==> config.mk <==
export PLATFORM = sky130hd
export DESIGN_NAME = port_b_c_alt_function_mux
export DESIGN_NICKNAME = d
export VERILOG_FILES = /design/src/core/pin_mux_pkg.sv /design/src/core/port_b_c_alt_function_mux.sv
export SDC_FILE = /design/constraint.sdc
export NUM_CORES = 1
export LEC_CHECK = 0
export BUFFER_PORTS_ARGS = -buffer_cell sky130_fd_sc_hd__buf_2
export CAP_MARGIN = 20
export CORE_UTILIZATION = 56
export CTS_CLUSTER_DIAMETER = 200
export DETAILED_ROUTE_END_ITERATION = 6
export PLACE_DENSITY_LB_ADDON = 0.15
export SKIP_CTS_REPAIR_TIMING = 1
export SLEW_MARGIN = 15
export SYNTH_ARGS = -nofsm -noshare
export SYNTH_HDL_FRONTEND = slang
export SYNTH_SLANG_ARGS = --single-unit
export TNS_END_PERCENT = 30
==> constraint.sdc <==
create_clock -name aclk -period 3.5 [get_ports aclk]
set_input_delay 0.7 -clock aclk [delete_from_list [all_inputs] [get_ports aclk]]
set_output_delay 0.7 -clock aclk [all_outputs]
set_load 0.005 [all_outputs]
==> src/core/pin_mux_pkg.sv <==
package pin_mux_pkg;

  localparam int B_W    = 8;
  localparam int C_W    = 6;
  localparam int ADDR_W = 8;

  // Byte addresses of the register words.
  localparam logic [7:0] ADDR_FSEL_B = 8'h00;
  localparam logic [7:0] ADDR_FSEL_C = 8'h04;
  localparam logic [7:0] ADDR_OUT_B  = 8'h08;
  localparam logic [7:0] ADDR_DIR_B  = 8'h0C;
  localparam logic [7:0] ADDR_OUT_C  = 8'h10;
  localparam logic [7:0] ADDR_DIR_C  = 8'h14;
  localparam logic [7:0] ADDR_PIN_B  = 8'h18;
  localparam logic [7:0] ADDR_PIN_C  = 8'h1C;
  localparam logic [7:0] ADDR_MODE   = 8'h20;

  // Bit positions inside the mode register, then its width.
  localparam int MODE_T0_CNT = 0;
  localparam int MODE_T1_CNT = 1;
  localparam int MODE_T2_CNT = 2;
  localparam int MODE_IRQ0_T = 3;
  localparam int MODE_IRQ1_T = 4;
  localparam int MODE_W      = 5;

  // Pins whose alternate role drives the pad.
  localparam logic [B_W-1:0] B_OUT_ROLE = 8'h88;
  localparam logic [C_W-1:0] C_OUT_ROLE = 6'h02;

  localparam logic [B_W-1:0]    FSEL_B_RST = 8'h00;
  localparam logic [C_W-1:0]    FSEL_C_RST = 6'h00;
  localparam logic [B_W-1:0]    PORT_B_RST = 8'h00;
  localparam logic [C_W-1:0]    PORT_C_RST = 6'h00;
  localparam logic [MODE_W-1:0] MODE_RST   = 5'h00;

  localparam logic [1:0] RESP_OKAY   = 2'h0;
  localparam logic [1:0] RESP_SLVERR = 2'h2;

  typedef struct packed {
    logic [B_W-1:0]    fsel_b;
    logic [C_W-1:0]    fsel_c;
    logic [B_W-1:0]    out_b;
    logic [B_W-1:0]    dir_b;
    logic [C_W-1:0]    out_c;
    logic [C_W-1:0]    dir_c;
    logic [MODE_W-1:0] mode;
  } regs_t;

  typedef struct packed {
    logic shift_clock;
    logic tx_data;
    logic sync_mode;
  } serial_tx_t;

endpackage

==> src/core/port_b_c_alt_function_mux.sv <==
// Added by the designer: the register offsets and the AXI4-Lite slave port.
`timescale 1ns/100ps
// How it works
// - B0 select 0: GPIO; 1: timer 2 count input, used in counter mode.
// - B1 select 0: GPIO; 1: timer 2 active-high capture/reload input.
// - B2 select 1: serial port 1 receive input; 0: GPIO.
// - B3 select 1: serial 1 shift clock if sync, else transmit data.
// - B4 select 1: interrupt 4 on rising edge; 0: GPIO.
// - B5 select 1: interrupt 5 on falling edge, active low; 0: GPIO.
// - B6 select 1: interrupt 6 on rising edge; 0: GPIO.
// - B7 select 1: drives one-cycle timer 2 overflow pulse; 0: GPIO.
// - C0 select 1: serial port 0 receive input; 0: GPIO.
// - C1 select 1: serial 0 shift clock if sync, else transmit data.
// - C2 select 1: interrupt 0 low, edge if type 1, level if 0.
// - C3 select 1: interrupt 1 low, edge if type 1, level if 0.
// - C4 select 1: timer 0 count input, used in counter mode only.
// - C5 select 1: timer 1 count input, used in counter mode only.
module port_b_c_alt_function_mux (
  input  wire logic                          aclk,
  input  wire logic                          aresetn,
  input  wire logic                          ce,
  input  wire logic [pin_mux_pkg::ADDR_W-1:0] awaddr,
  input  wire logic                          awvalid,
  output logic                               awready,
  input  wire logic [31:0]                   wdata,
  input  wire logic [3:0]                    wstrb,
  input  wire logic                          wvalid,
  output logic                               wready,
  output logic [1:0]                         bresp,
  output logic                               bvalid,
  input  wire logic                          bready,
  input  wire logic [pin_mux_pkg::ADDR_W-1:0] araddr,
  input  wire logic                          arvalid,
  output logic                               arready,
  output logic [31:0]                        rdata,
  output logic [1:0]                         rresp,
  output logic                               rvalid,
  input  wire logic                          rready,
  input  wire logic [pin_mux_pkg::B_W-1:0]   pin_b_in,
  output logic [pin_mux_pkg::B_W-1:0]        pin_b_out,
  output logic [pin_mux_pkg::B_W-1:0]        pin_b_oe_n,
  input  wire logic [pin_mux_pkg::C_W-1:0]   pin_c_in,
  output logic [pin_mux_pkg::C_W-1:0]        pin_c_out,
  output logic [pin_mux_pkg::C_W-1:0]        pin_c_oe_n,
  input  wire pin_mux_pkg::serial_tx_t       serial0_tx,
  input  wire pin_mux_pkg::serial_tx_t       serial1_tx,
  input  wire logic                          timer2_overflow_pulse,
  output logic                               timer2_count_input,
  output logic                               timer2_capture_reload_input,
  output logic                               serial1_receive_input,
  output logic                               ext_irq_four,
  output logic                               ext_irq_five_low,
  output logic                               ext_irq_six,
  output logic                               serial0_receive_input,
  output logic                               ext_irq_zero_low,
  output logic                               ext_irq_one_low,
  output logic                               timer_zero_count_input,
  output logic                               timer_one_count_input
);

  // Writable words; the pin words are read-only.
  function automatic logic is_writable(input logic [7:0] a);
    case (a)
      pin_mux_pkg::ADDR_FSEL_B,
      pin_mux_pkg::ADDR_FSEL_C,
      pin_mux_pkg::ADDR_OUT_B,
      pin_mux_pkg::ADDR_DIR_B,
      pin_mux_pkg::ADDR_OUT_C,
      pin_mux_pkg::ADDR_DIR_C,
      pin_mux_pkg::ADDR_MODE:  is_writable = 1'b1;
      default:                 is_writable = 1'b0;
    endcase
  endfunction

  function automatic logic is_readable(input logic [7:0] a);
    is_readable = is_writable(a) || a == pin_mux_pkg::ADDR_PIN_B
                  || a == pin_mux_pkg::ADDR_PIN_C;
  endfunction

  // An edge seen on a selected pin, rising when rise is set.
  function automatic logic pin_edge(input logic sel, input logic now,
                                    input logic prev, input logic rise);
    pin_edge = sel && (rise ? (now && !prev) : (!now && prev));
  endfunction

  pin_mux_pkg::regs_t regs;
  pin_mux_pkg::regs_t next_regs;

  logic                     aw_held;
  logic                     next_aw_held;
  logic [7:0]               aw_addr;
  logic [7:0]               next_aw_addr;
  logic                     w_held;
  logic                     next_w_held;
  logic [7:0]               w_data;
  logic [7:0]               next_w_data;
  logic                     w_lane0;
  logic                     next_w_lane0;
  logic                     do_write;
  logic                     next_awready;
  logic                     next_wready;
  logic                     next_bvalid;
  logic [1:0]               next_bresp;
  logic                     next_arready;
  logic                     next_rvalid;
  logic [31:0]              next_rdata;
  logic [1:0]               next_rresp;

  logic [pin_mux_pkg::B_W-1:0] prev_b;
  logic [pin_mux_pkg::C_W-1:0] prev_c;
  logic [pin_mux_pkg::B_W-1:0] func_b;
  logic [pin_mux_pkg::C_W-1:0] func_c;
  logic [pin_mux_pkg::B_W-1:0] next_b_out;
  logic [pin_mux_pkg::B_W-1:0] next_b_oe_n;
  logic [pin_mux_pkg::C_W-1:0] next_c_out;
  logic [pin_mux_pkg::C_W-1:0] next_c_oe_n;
  logic [10:0]                 periph;
  logic [10:0]                 next_periph;
  logic                        tx1;
  logic                        tx0;

  // Bus slave: address and data are taken in either order, then written.
  always_comb begin
    next_aw_held = aw_held;
    next_aw_addr = aw_addr;
    next_w_held  = w_held;
    next_w_data  = w_data;
    next_w_lane0 = w_lane0;
    next_bvalid  = bvalid;
    next_bresp   = bresp;
    next_rvalid  = rvalid;
    next_rdata   = rdata;
    next_rresp   = rresp;
    do_write     = aw_held && w_held && !bvalid;
    if (awvalid && awready) begin
      next_aw_held = 1'b1;
      next_aw_addr = awaddr;
    end
    if (wvalid && wready) begin
      next_w_held  = 1'b1;
      next_w_data  = wdata[7:0];
      next_w_lane0 = wstrb[0];
    end
    if (bvalid && bready) begin
      next_bvalid = 1'b0;
    end
    if (do_write) begin
      next_bvalid  = 1'b1;
      next_aw_held = 1'b0;
      next_w_held  = 1'b0;
      next_bresp   = is_writable(aw_addr) ? pin_mux_pkg::RESP_OKAY
                                          : pin_mux_pkg::RESP_SLVERR;
    end
    if (rvalid && rready) begin
      next_rvalid = 1'b0;
    end
    if (arvalid && arready) begin
      next_rvalid = 1'b1;
      next_rresp  = is_readable(araddr) ? pin_mux_pkg::RESP_OKAY
                                        : pin_mux_pkg::RESP_SLVERR;
      case (araddr)
        pin_mux_pkg::ADDR_FSEL_B: next_rdata = {24'h0, regs.fsel_b};
        pin_mux_pkg::ADDR_FSEL_C: next_rdata = {26'h0, regs.fsel_c};
        pin_mux_pkg::ADDR_OUT_B:  next_rdata = {24'h0, regs.out_b};
        pin_mux_pkg::ADDR_DIR_B:  next_rdata = {24'h0, regs.dir_b};
        pin_mux_pkg::ADDR_OUT_C:  next_rdata = {26'h0, regs.out_c};
        pin_mux_pkg::ADDR_DIR_C:  next_rdata = {26'h0, regs.dir_c};
        pin_mux_pkg::ADDR_PIN_B:  next_rdata = {24'h0, prev_b};
        pin_mux_pkg::ADDR_PIN_C:  next_rdata = {26'h0, prev_c};
        pin_mux_pkg::ADDR_MODE:   next_rdata = {27'h0, regs.mode};
        default:                  next_rdata = 32'h0;
      endcase
    end
    // Ready is dropped while a word is held, which back-pressures the master.
    next_awready = !next_aw_held;
    next_wready  = !next_w_held;
    next_arready = !next_rvalid;
  end

  always_comb begin
    next_regs = regs;
    if (do_write && w_lane0) begin
      case (aw_addr)
        pin_mux_pkg::ADDR_FSEL_B: next_regs.fsel_b = w_data;
        pin_mux_pkg::ADDR_FSEL_C: next_regs.fsel_c = w_data[5:0];
        pin_mux_pkg::ADDR_OUT_B:  next_regs.out_b  = w_data;
        pin_mux_pkg::ADDR_DIR_B:  next_regs.dir_b  = w_data;
        pin_mux_pkg::ADDR_OUT_C:  next_regs.out_c  = w_data[5:0];
        pin_mux_pkg::ADDR_DIR_C:  next_regs.dir_c  = w_data[5:0];
        pin_mux_pkg::ADDR_MODE:   next_regs.mode   = w_data[4:0];
        default:                  next_regs        = regs;
      endcase
    end
  end

  // Transmit pins carry the shift clock in sync mode, data otherwise.
  assign tx1 = serial1_tx.sync_mode ? serial1_tx.shift_clock
                                    : serial1_tx.tx_data;
  assign tx0 = serial0_tx.sync_mode ? serial0_tx.shift_clock
                                    : serial0_tx.tx_data;
  assign func_b = {timer2_overflow_pulse, 3'h0, tx1, 3'h0};
  assign func_c = {4'h0, tx0, 1'h0};

  // An input role releases the pad; an output role drives it.
  genvar gi;
  generate
    for (gi = 0; gi < pin_mux_pkg::B_W; gi++) begin : g_pin_b
      assign next_b_out[gi]  = regs.fsel_b[gi] ? func_b[gi]
                                               : regs.out_b[gi];
      assign next_b_oe_n[gi] = regs.fsel_b[gi]
                               ? !pin_mux_pkg::B_OUT_ROLE[gi]
                               : !regs.dir_b[gi];
    end
    for (gi = 0; gi < pin_mux_pkg::C_W; gi++) begin : g_pin_c
      assign next_c_out[gi]  = regs.fsel_c[gi] ? func_c[gi]
                                               : regs.out_c[gi];
      assign next_c_oe_n[gi] = regs.fsel_c[gi]
                               ? !pin_mux_pkg::C_OUT_ROLE[gi]
                               : !regs.dir_c[gi];
    end
  endgenerate

  // Deselected inputs present their idle level to the peripheral.
  always_comb begin
    next_periph[0] = regs.fsel_b[0] && pin_b_in[0]
                     && regs.mode[pin_mux_pkg::MODE_T2_CNT];
    next_periph[1] = regs.fsel_b[1] && pin_b_in[1];
    next_periph[2] = regs.fsel_b[2] ? pin_b_in[2] : 1'b1;
    next_periph[3] = pin_edge(regs.fsel_b[4], pin_b_in[4],
                              prev_b[4], 1'b1);
    next_periph[4] = !pin_edge(regs.fsel_b[5], pin_b_in[5],
                               prev_b[5], 1'b0);
    next_periph[5] = pin_edge(regs.fsel_b[6], pin_b_in[6],
                              prev_b[6], 1'b1);
    next_periph[6] = regs.fsel_c[0] ? pin_c_in[0] : 1'b1;
    next_periph[7] = !(regs.mode[pin_mux_pkg::MODE_IRQ0_T]
                       ? pin_edge(regs.fsel_c[2], pin_c_in[2],
                                  prev_c[2], 1'b0)
                       : regs.fsel_c[2] && !pin_c_in[2]);
    next_periph[8] = !(regs.mode[pin_mux_pkg::MODE_IRQ1_T]
                       ? pin_edge(regs.fsel_c[3], pin_c_in[3],
                                  prev_c[3], 1'b0)
                       : regs.fsel_c[3] && !pin_c_in[3]);
    next_periph[9] = regs.fsel_c[4] && pin_c_in[4]
                     && regs.mode[pin_mux_pkg::MODE_T0_CNT];
    next_periph[10] = regs.fsel_c[5] && pin_c_in[5]
                      && regs.mode[pin_mux_pkg::MODE_T1_CNT];
  end

  assign timer2_count_input          = periph[0];
  assign timer2_capture_reload_input = periph[1];
  assign serial1_receive_input       = periph[2];
  assign ext_irq_four                = periph[3];
  assign ext_irq_five_low            = periph[4];
  assign ext_irq_six                 = periph[5];
  assign serial0_receive_input       = periph[6];
  assign ext_irq_zero_low            = periph[7];
  assign ext_irq_one_low             = periph[8];
  assign timer_zero_count_input      = periph[9];
  assign timer_one_count_input       = periph[10];

  always_ff @(posedge aclk) begin
    if (!aresetn) begin
      regs.fsel_b <= pin_mux_pkg::FSEL_B_RST;
      regs.fsel_c <= pin_mux_pkg::FSEL_C_RST;
      regs.out_b  <= pin_mux_pkg::PORT_B_RST;
      regs.dir_b  <= pin_mux_pkg::PORT_B_RST;
      regs.out_c  <= pin_mux_pkg::PORT_C_RST;
      regs.dir_c  <= pin_mux_pkg::PORT_C_RST;
      regs.mode   <= pin_mux_pkg::MODE_RST;
      aw_held     <= 1'b0;
      aw_addr     <= 8'h00;
      w_held      <= 1'b0;
      w_data      <= 8'h00;
      w_lane0     <= 1'b0;
      awready     <= 1'b0;
      wready      <= 1'b0;
      bvalid      <= 1'b0;
      bresp       <= pin_mux_pkg::RESP_OKAY;
      arready     <= 1'b0;
      rvalid      <= 1'b0;
      rdata       <= 32'h0;
      rresp       <= pin_mux_pkg::RESP_OKAY;
      prev_b      <= 8'h00;
      prev_c      <= 6'h00;
      pin_b_out   <= 8'h00;
      pin_b_oe_n  <= 8'hFF;
      pin_c_out   <= 6'h00;
      pin_c_oe_n  <= 6'h3F;
      periph      <= 11'h1D4;
    end else if (ce) begin
      regs        <= next_regs;
      aw_held     <= next_aw_held;
      aw_addr     <= next_aw_addr;
      w_held      <= next_w_held;
      w_data      <= next_w_data;
      w_lane0     <= next_w_lane0;
      awready     <= next_awready;
      wready      <= next_wready;
      bvalid      <= next_bvalid;
      bresp       <= next_bresp;
      arready     <= next_arready;
      rvalid      <= next_rvalid;
      rdata       <= next_rdata;
      rresp       <= next_rresp;
      // Previous pin sample, also the source of the pin read words.
      prev_b      <= pin_b_in;
      prev_c      <= pin_c_in;
      pin_b_out   <= next_b_out;
      pin_b_oe_n  <= next_b_oe_n;
      pin_c_out   <= next_c_out;
      pin_c_oe_n  <= next_c_oe_n;
      periph      <= next_periph;
    end
  end

endmodule // port_b_c_alt_function_mux

==> results of run 1 <==
==> per-layer routing <==
| metal | wire [microns] | part of all wire (%) | track usage (%) |
|---|---|---|---|
| met5 | 0 | 0 | 0 |
| met3 | 863 | 6.3 | 6.99 |
| met2 | 6400 | 47 | 40.8 |
| met1 | 6330 | 46 | 35.2 |
| met4 | 145 | 1.1 | 9.56 |
==> power groups by stage <==
stage | registers [mW] | logic [mW] | clock network [mW]
2_1_floorplan | 1.59 | 0.137 | 0
6_report | 1.56 | 0.178 | 1.70
3_5_place_dp | 1.60 | 0.177 | 0
4_1_cts | 1.56 | 0.178 | 1.71
5_1_grt | 1.57 | 0.196 | 1.79
3_3_place_gp | 1.59 | 0.173 | 0
==> final timing paths <==
check	from	end	depth (start not counted)
worst max register to register	aw_addr[4]	regs[12]	4
worst max-delay path	ce	regs[40]	5
worst min register to register	w_lane0	w_lane0	2
worst min-delay path	wdata[1]	w_data[1]	3
==> cells in the mapped netlist (2+ instances only) <==
library cell,n
nand4b_1,5
o2111ai_1,2
inv_1,11
nand3b_1,7
o22ai_1,19
a22o_1,5
nand4_1,11
buf_2,10
and3_1,2
nor3_2,2
a21boi_0,26
nor4b_1,4
a222oi_1,2
nor2b_1,42
o21ai_0,33
and2_1,15
nor2_1,12
mux4_2,7
mux2i_1,57
nand2_1,101
buf_4,26
a221oi_1,3
mux2_2,5
dfxtp_1,134
a21oi_1,14
nor4_1,2
nand3_1,21
a22oi_1,4
a31oi_1,2
nand2b_1,11
clkbuf_1,29
==> sequential cells by signal, summed over array words and instances (netlist names), 6 cells and up <==
register and count:
aw_addr 8, periph 11, pin_b_oe_n 8, pin_b_out 8
pin_c_oe_n 6, pin_c_out 6, prev_b 8, prev_c 6
rdata 8, regs 47, w_data 8
==> layout make-up <==
cell class / instances / area share, %
Clock inverter: 15 / 2.25
Timing Repair Buffer: 110 / 8.28
Clock buffer: 17 / 5.96
Tap cell: 136 / 2.45
Sequential cell: 134 / 38.6
Inverter: 11 / 0.594
Multi-Input combinational cell: 455 / 41.9
==> critical path, stage by stage <==
cell and delay [ns]:
buf_4 0.32, and4b_1 0.44, nand4_1 0.60, nand3_1 0.29, o21ai_0 0.10
==> kinds of logic (layout without fill, tap and decap cells) <==
group / Yosys count / in the layout / synth area share [%]
AO/OA/AOI/OAI: 115 / 115 / 12.5
flip-flops: 134 / 134 / 45.5
other: 1 / 26 / 0.0636
multiplexers: 69 / 69 / 13.3
buffers and inverters: 76 / 153 / 6.70
AND/OR/NAND/NOR: 245 / 245 / 21.9
==> stage by stage <==
stage | util (%) | cell area, sq um | hold slack [ns] | cells
after floorplan | - | 5990 | 0.438 | 665
after global placement | 62.1 | 6380 | 0.451 | 846
after detailed placement | 62.1 | 6380 | 0.454 | 846
after CTS | 67.7 | 6950 | 0.410 | 878
after global routing | 67.7 | 6950 | 0.405 | 878
final | 67.7 | 6950 | 0.426 | 878
==> run_results.csv, run 1 <==
group,metric,value,unit
logic_synthesis,synth_edf_count,0,
logic_synthesis,ys_types,47,
power_and_ir_drop,finalPower,3.44,mW
global_routing,antenna_found_initial,0,
setup_path,arrival,2.45,ns
floorplan,die_h,105,microns
floorplan,dieArea,10900,sq um
finish,fillers,868,
power_and_ir_drop,clkPwrFrac,49.4,%
routing,vias,4843,
floorplan,row_count,37,
routing,first_pass_iters,5,
finish,final_common_cell,"dfxtp_1",
setup_path,r2r_setup_slack,1.51,ns
sta,period_needed,2.07,ns
floorplan,ioPinCount,161,
sta,setup_violations,0,
logic_synthesis,syn_avg_cell_area,9.22,sq um
power_and_ir_drop,p_comb_share,5.2,%
setup_path,path_max_fanout,37,
clocking,cts_root_buffer,"clkbuf_8",
power_and_ir_drop,ir_drop,0.277,mV
global_routing,grt_pass1_wl,22600,microns
power_and_ir_drop,power_switching_share,23.3,%
finish,regArea,2680,sq um
logic_synthesis,yosysSeqAreaShare,45.5,%
sta,rsz0062_at_grt,"false",
outcome,status,"complete, no violations",
routing,vias_per_cell,5.52,
global_routing,overflow,0,
routing,drt.antenna.violating_nets,0,
finish,final_cell_mix,"dfxtp_1, buf_2, nand2_1, mux2i_1, nor2b_1",
power_and_ir_drop,seq_power_share,45.5,%
routing,drt-wirelength-per-cell,15.6,microns
sta,timing.fmax,482,MHz
sta,final_hold_viol_count,0,
worst_hold_path,hold_path.class,"primary input to register",
logic_synthesis,syn_inst,640,
sta,slew_headroom,52.8,%
power_and_ir_drop,power.switching,0.803,mW
sta,tns,0,ns
sta,period_share,59.2,%
clocking,cts_tree,"built",
floorplan,coreArea,10300,sq um
clocking,clock_latency,0.52,ns
logic_synthesis,yosys.area.top_type,"dfxtp_1",
floorplan,initial_core_util,57.4,%
global_routing,first_global_vias,4545,
finish,n_antenna_cell,0,
place,gp_congestion,0.834,
logic_synthesis,async_reset_ff_share,0,%
finish,syn_to_final_growth,17.9,%
clocking,cts_max_level,4,
setup_path,cp.required,3.88,ns
sta,setup_slack,1.43,ns
sta,tightest_slew,0.709,ns
finish,drive_gt1_share,21.6,%
logic_synthesis,ys_ff_latch,134,
routing,drc,0,
setup_path,setup.worst_path.start_class,"primary input",
clocking,clk_pin_slew,0.06,ns
flow_run,max_cap_viol_count,0,
logic_synthesis,ys.warnings.count,0,
logic_synthesis,syn_area,5900,sq um
routing,routed_wl,13700,microns
global_routing,track_usage,26.3,%
routing,drt_iter0_drc,303,
clocking,clock-sinks,134,
logic_synthesis,synth_top_area_share,45.5,%
place,port_buffers,107,
place,pre_cts_ws,0.910,ns
floorplan,die_w,105,microns
global_routing,grt_max_degree,84,
sta,clock_skew,0.00935,ns
setup_path,end_kind,"register",
power_and_ir_drop,p_leak,2.85,nW
clocking,cts_buffers,17,
setup_path,critPathKind,"primary input to register",
clocking,cts_buffer_depth,2,
logic_synthesis,synth_ff_type,"dfxtp_1",
finish,multi_input_area,2910,sq um
logic_synthesis,netlist_top_cells_area,"dfxtp_1, mux2i_1, nand2_1",
power_and_ir_drop,powerDensity,494,nW/um^2
power_and_ir_drop,internal-power,2.64,mW
sta,drv_slew,0,
place,place_hpwl,9650,microns
finish,final_nets,810,
No activity file was read; power rests on OpenSTA's default activity.
==> run 2, diff against run 1 <==
--- a/config.mk
+++ b/config.mk
@@ -7,7 +7,7 @@
 export LEC_CHECK = 0
 export BUFFER_PORTS_ARGS = -buffer_cell sky130_fd_sc_hd__buf_2
 export CAP_MARGIN = 20
-export CORE_UTILIZATION = 56
+export CORE_UTILIZATION = 52
 export CTS_CLUSTER_DIAMETER = 200
 export DETAILED_ROUTE_END_ITERATION = 6
 export PLACE_DENSITY_LB_ADDON = 0.15
==> constraint.sdc (replaced) <==
create_clock -name aclk -period 2.1 [get_ports aclk]
set_input_delay 0.42 -clock aclk [delete_from_list [all_inputs] [get_ports aclk]]
set_output_delay 0.42 -clock aclk [all_outputs]
set_load 0.005 [all_outputs]
==> run_results.csv, run 2 (synthesis gave the netlist of run 1 again) <==
group,metric,value,unit
outcome,status,"complete, no violations",
sta,final_hold_viol_count,0,
sta,setup_violations,0,
finish,largest_reg_flops,47,
clocking,cts_tree,"built",
power_and_ir_drop,seq_power_share,43.8,%
setup_path,cp.required,2.41,ns
clocking,clk_pin_slew,0.06,ns
global_routing,grt_pass1_wl,22600,microns
sta,timing.fmax,564,MHz
floorplan,ioPinCount,161,
floorplan,die_h,109,microns
sta,drv_slew,0,
floorplan,dieArea,11800,sq um
power_and_ir_drop,power.switching,1.27,mW
power_and_ir_drop,power_switching_share,21.4,%
floorplan,initial_core_util,53.9,%
setup_path,critPathKind,"register to register",
finish,final_cell_mix,"dfxtp_1, buf_2, nand2_1, mux2i_1, nor2b_1",
routing,drt-wirelength-per-cell,16.2,microns
routing,first_pass_iters,7,
floorplan,row_count,38,
finish,reg_top3,"regs x47, periph x11",
routing,drt.antenna.violating_nets,0,
finish,final_cells,896,
power_and_ir_drop,internal-power,4.68,mW
global_routing,track_usage,25.4,%
worst_hold_path,hold_path.class,"primary input to register",
global_routing,grt_max_degree,44,
clocking,cts_buffer_depth,2,
setup_path,critPathMaxStageDelay,0.43,ns
sta,tightest_slew,0.541,ns
finish,syn_to_final_growth,20.6,%
global_routing,overflow,0,
routing,drc,0,
power_and_ir_drop,clkPwrFrac,51.0,%
floorplan,die_w,109,microns
finish,drive_gt1_share,22.8,%
sta,rsz0062_at_grt,"false",
global_routing,antenna_found_initial,0,
place,gp_congestion,0.841,
power_and_ir_drop,ir_drop,0.445,mV
sta,clock_skew,0.0109,ns
power_and_ir_drop,p_comb_share,5.2,%
clocking,clock-sinks,134,
clocking,clock_latency,0.42,ns
place,place_hpwl,10400,microns
clocking,cts_root_buffer,"clkbuf_16",
power_and_ir_drop,powerDensity,837,nW/um^2
place,placed_area,6490,sq um
setup_path,arrival,2.08,ns
power_and_ir_drop,p_leak,2.93,nW
finish,n_antenna_cell,0,
setup_path,setup.worst_path.start_class,"register",
finish,fillers,933,
sta,period_needed,1.77,ns
finish,fin_area,7110,sq um
finish,final_common_cell,"dfxtp_1",
clocking,cts_buffers,17,
floorplan,coreArea,10900,sq um
global_routing,first_global_vias,4510,
flow_run,max_cap_viol_count,0,
setup_path,worstPathCellList,"nor4b_1 > nand4_1 > buf_4 > mux2i_1 > nor2b_1",
routing,vias_per_cell,5.51,
place,dp_cells,864,
sta,slew_headroom,63.9,%
place,port_buffers,107,
finish,largest_register,"regs",
sta,tns,0,ns
routing,vias,4937,
setup_path,critPathSlowestCell,"dfxtp_1",
routing,drt_iter0_drc,257,
setup_path,path_max_fanout,6,
clocking,cts_max_level,4,
finish,final_nets,824,
routing,routed_wl,14500,microns
setup_path,end_kind,"register",
sta,period_share,84.4,%
-- run 2: cell types whose count changed in the layout (fill, tap and decap cells not counted) --
cell        before  now
buf_4            4   18
clkbuf_8         1    7
clkinv_4         6    0
clkinv_2         4    1
clkbuf_1         0    2
clkbuf_16       16   17
clkinvlp_4       2    3
inv_6            1    0
-- run 2: power by group through the flow --
stage	clock [mW]	combinational [mW]	sequential [mW]
global placement	0	0.300	2.66
CTS	3.07	0.310	2.61
detailed placement	0	0.309	2.66
global route	3.20	0.343	2.61
floorplan	0	0.229	2.65
finish	3.04	0.311	2.61
-- run 2: critical path, delay by kind of cell, from the launching register on --
kind          cells  cell delay, ns
flops             1            0.43
simple gates      3            0.81
buf+inv           1            0.27
mux               1            0.15
-- run 2: worst paths after layout --
check / cells past startpoint / endpoint / slack (ns) / from
worst max register to register: 5 / regs[14] / 0.33 / aw_addr[4]
worst max-delay path: 5 / regs[14] / 0.33 / aw_addr[4]
worst min-delay path: 3 / w_data[1] / 0.25 / wdata[1]
worst min register to register: 2 / w_data[7] / 0.46 / w_data[7]
-- run 2: cell type report --
cell class | instances | area, sq um | area share, %
Tap cell | 140 | 175 | 2.46
Sequential cell | 134 | 2680 | 37.7
Clock inverter | 6 | 87.6 | 1.23
Inverter | 11 | 41.3 | 0.581
Multi-Input combinational cell | 455 | 2910 | 41.0
Clock buffer | 26 | 529 | 7.44
Timing Repair Buffer | 124 | 681 | 9.57
-- run 2: routing by layer --
metal	GRT usage (%)	routed length, microns
met4	7.82	176
met5	0	0
met2	40.8	6660
met3	6.57	894
met1	33.4	6760
-- run 2: per-stage QoR --
stage               util (%)  total power [mW]  hold WS (ns)  worst slack [ns]
floorplan                  -              2.88         0.438             0.435
global placement        59.4              2.96         0.453             0.113
detailed placement      59.4              2.97         0.458            0.0810
CTS                     65.0              5.98         0.240             0.309
global route            65.0              6.15         0.256            0.0928
finish                  65.0              5.95         0.249             0.327
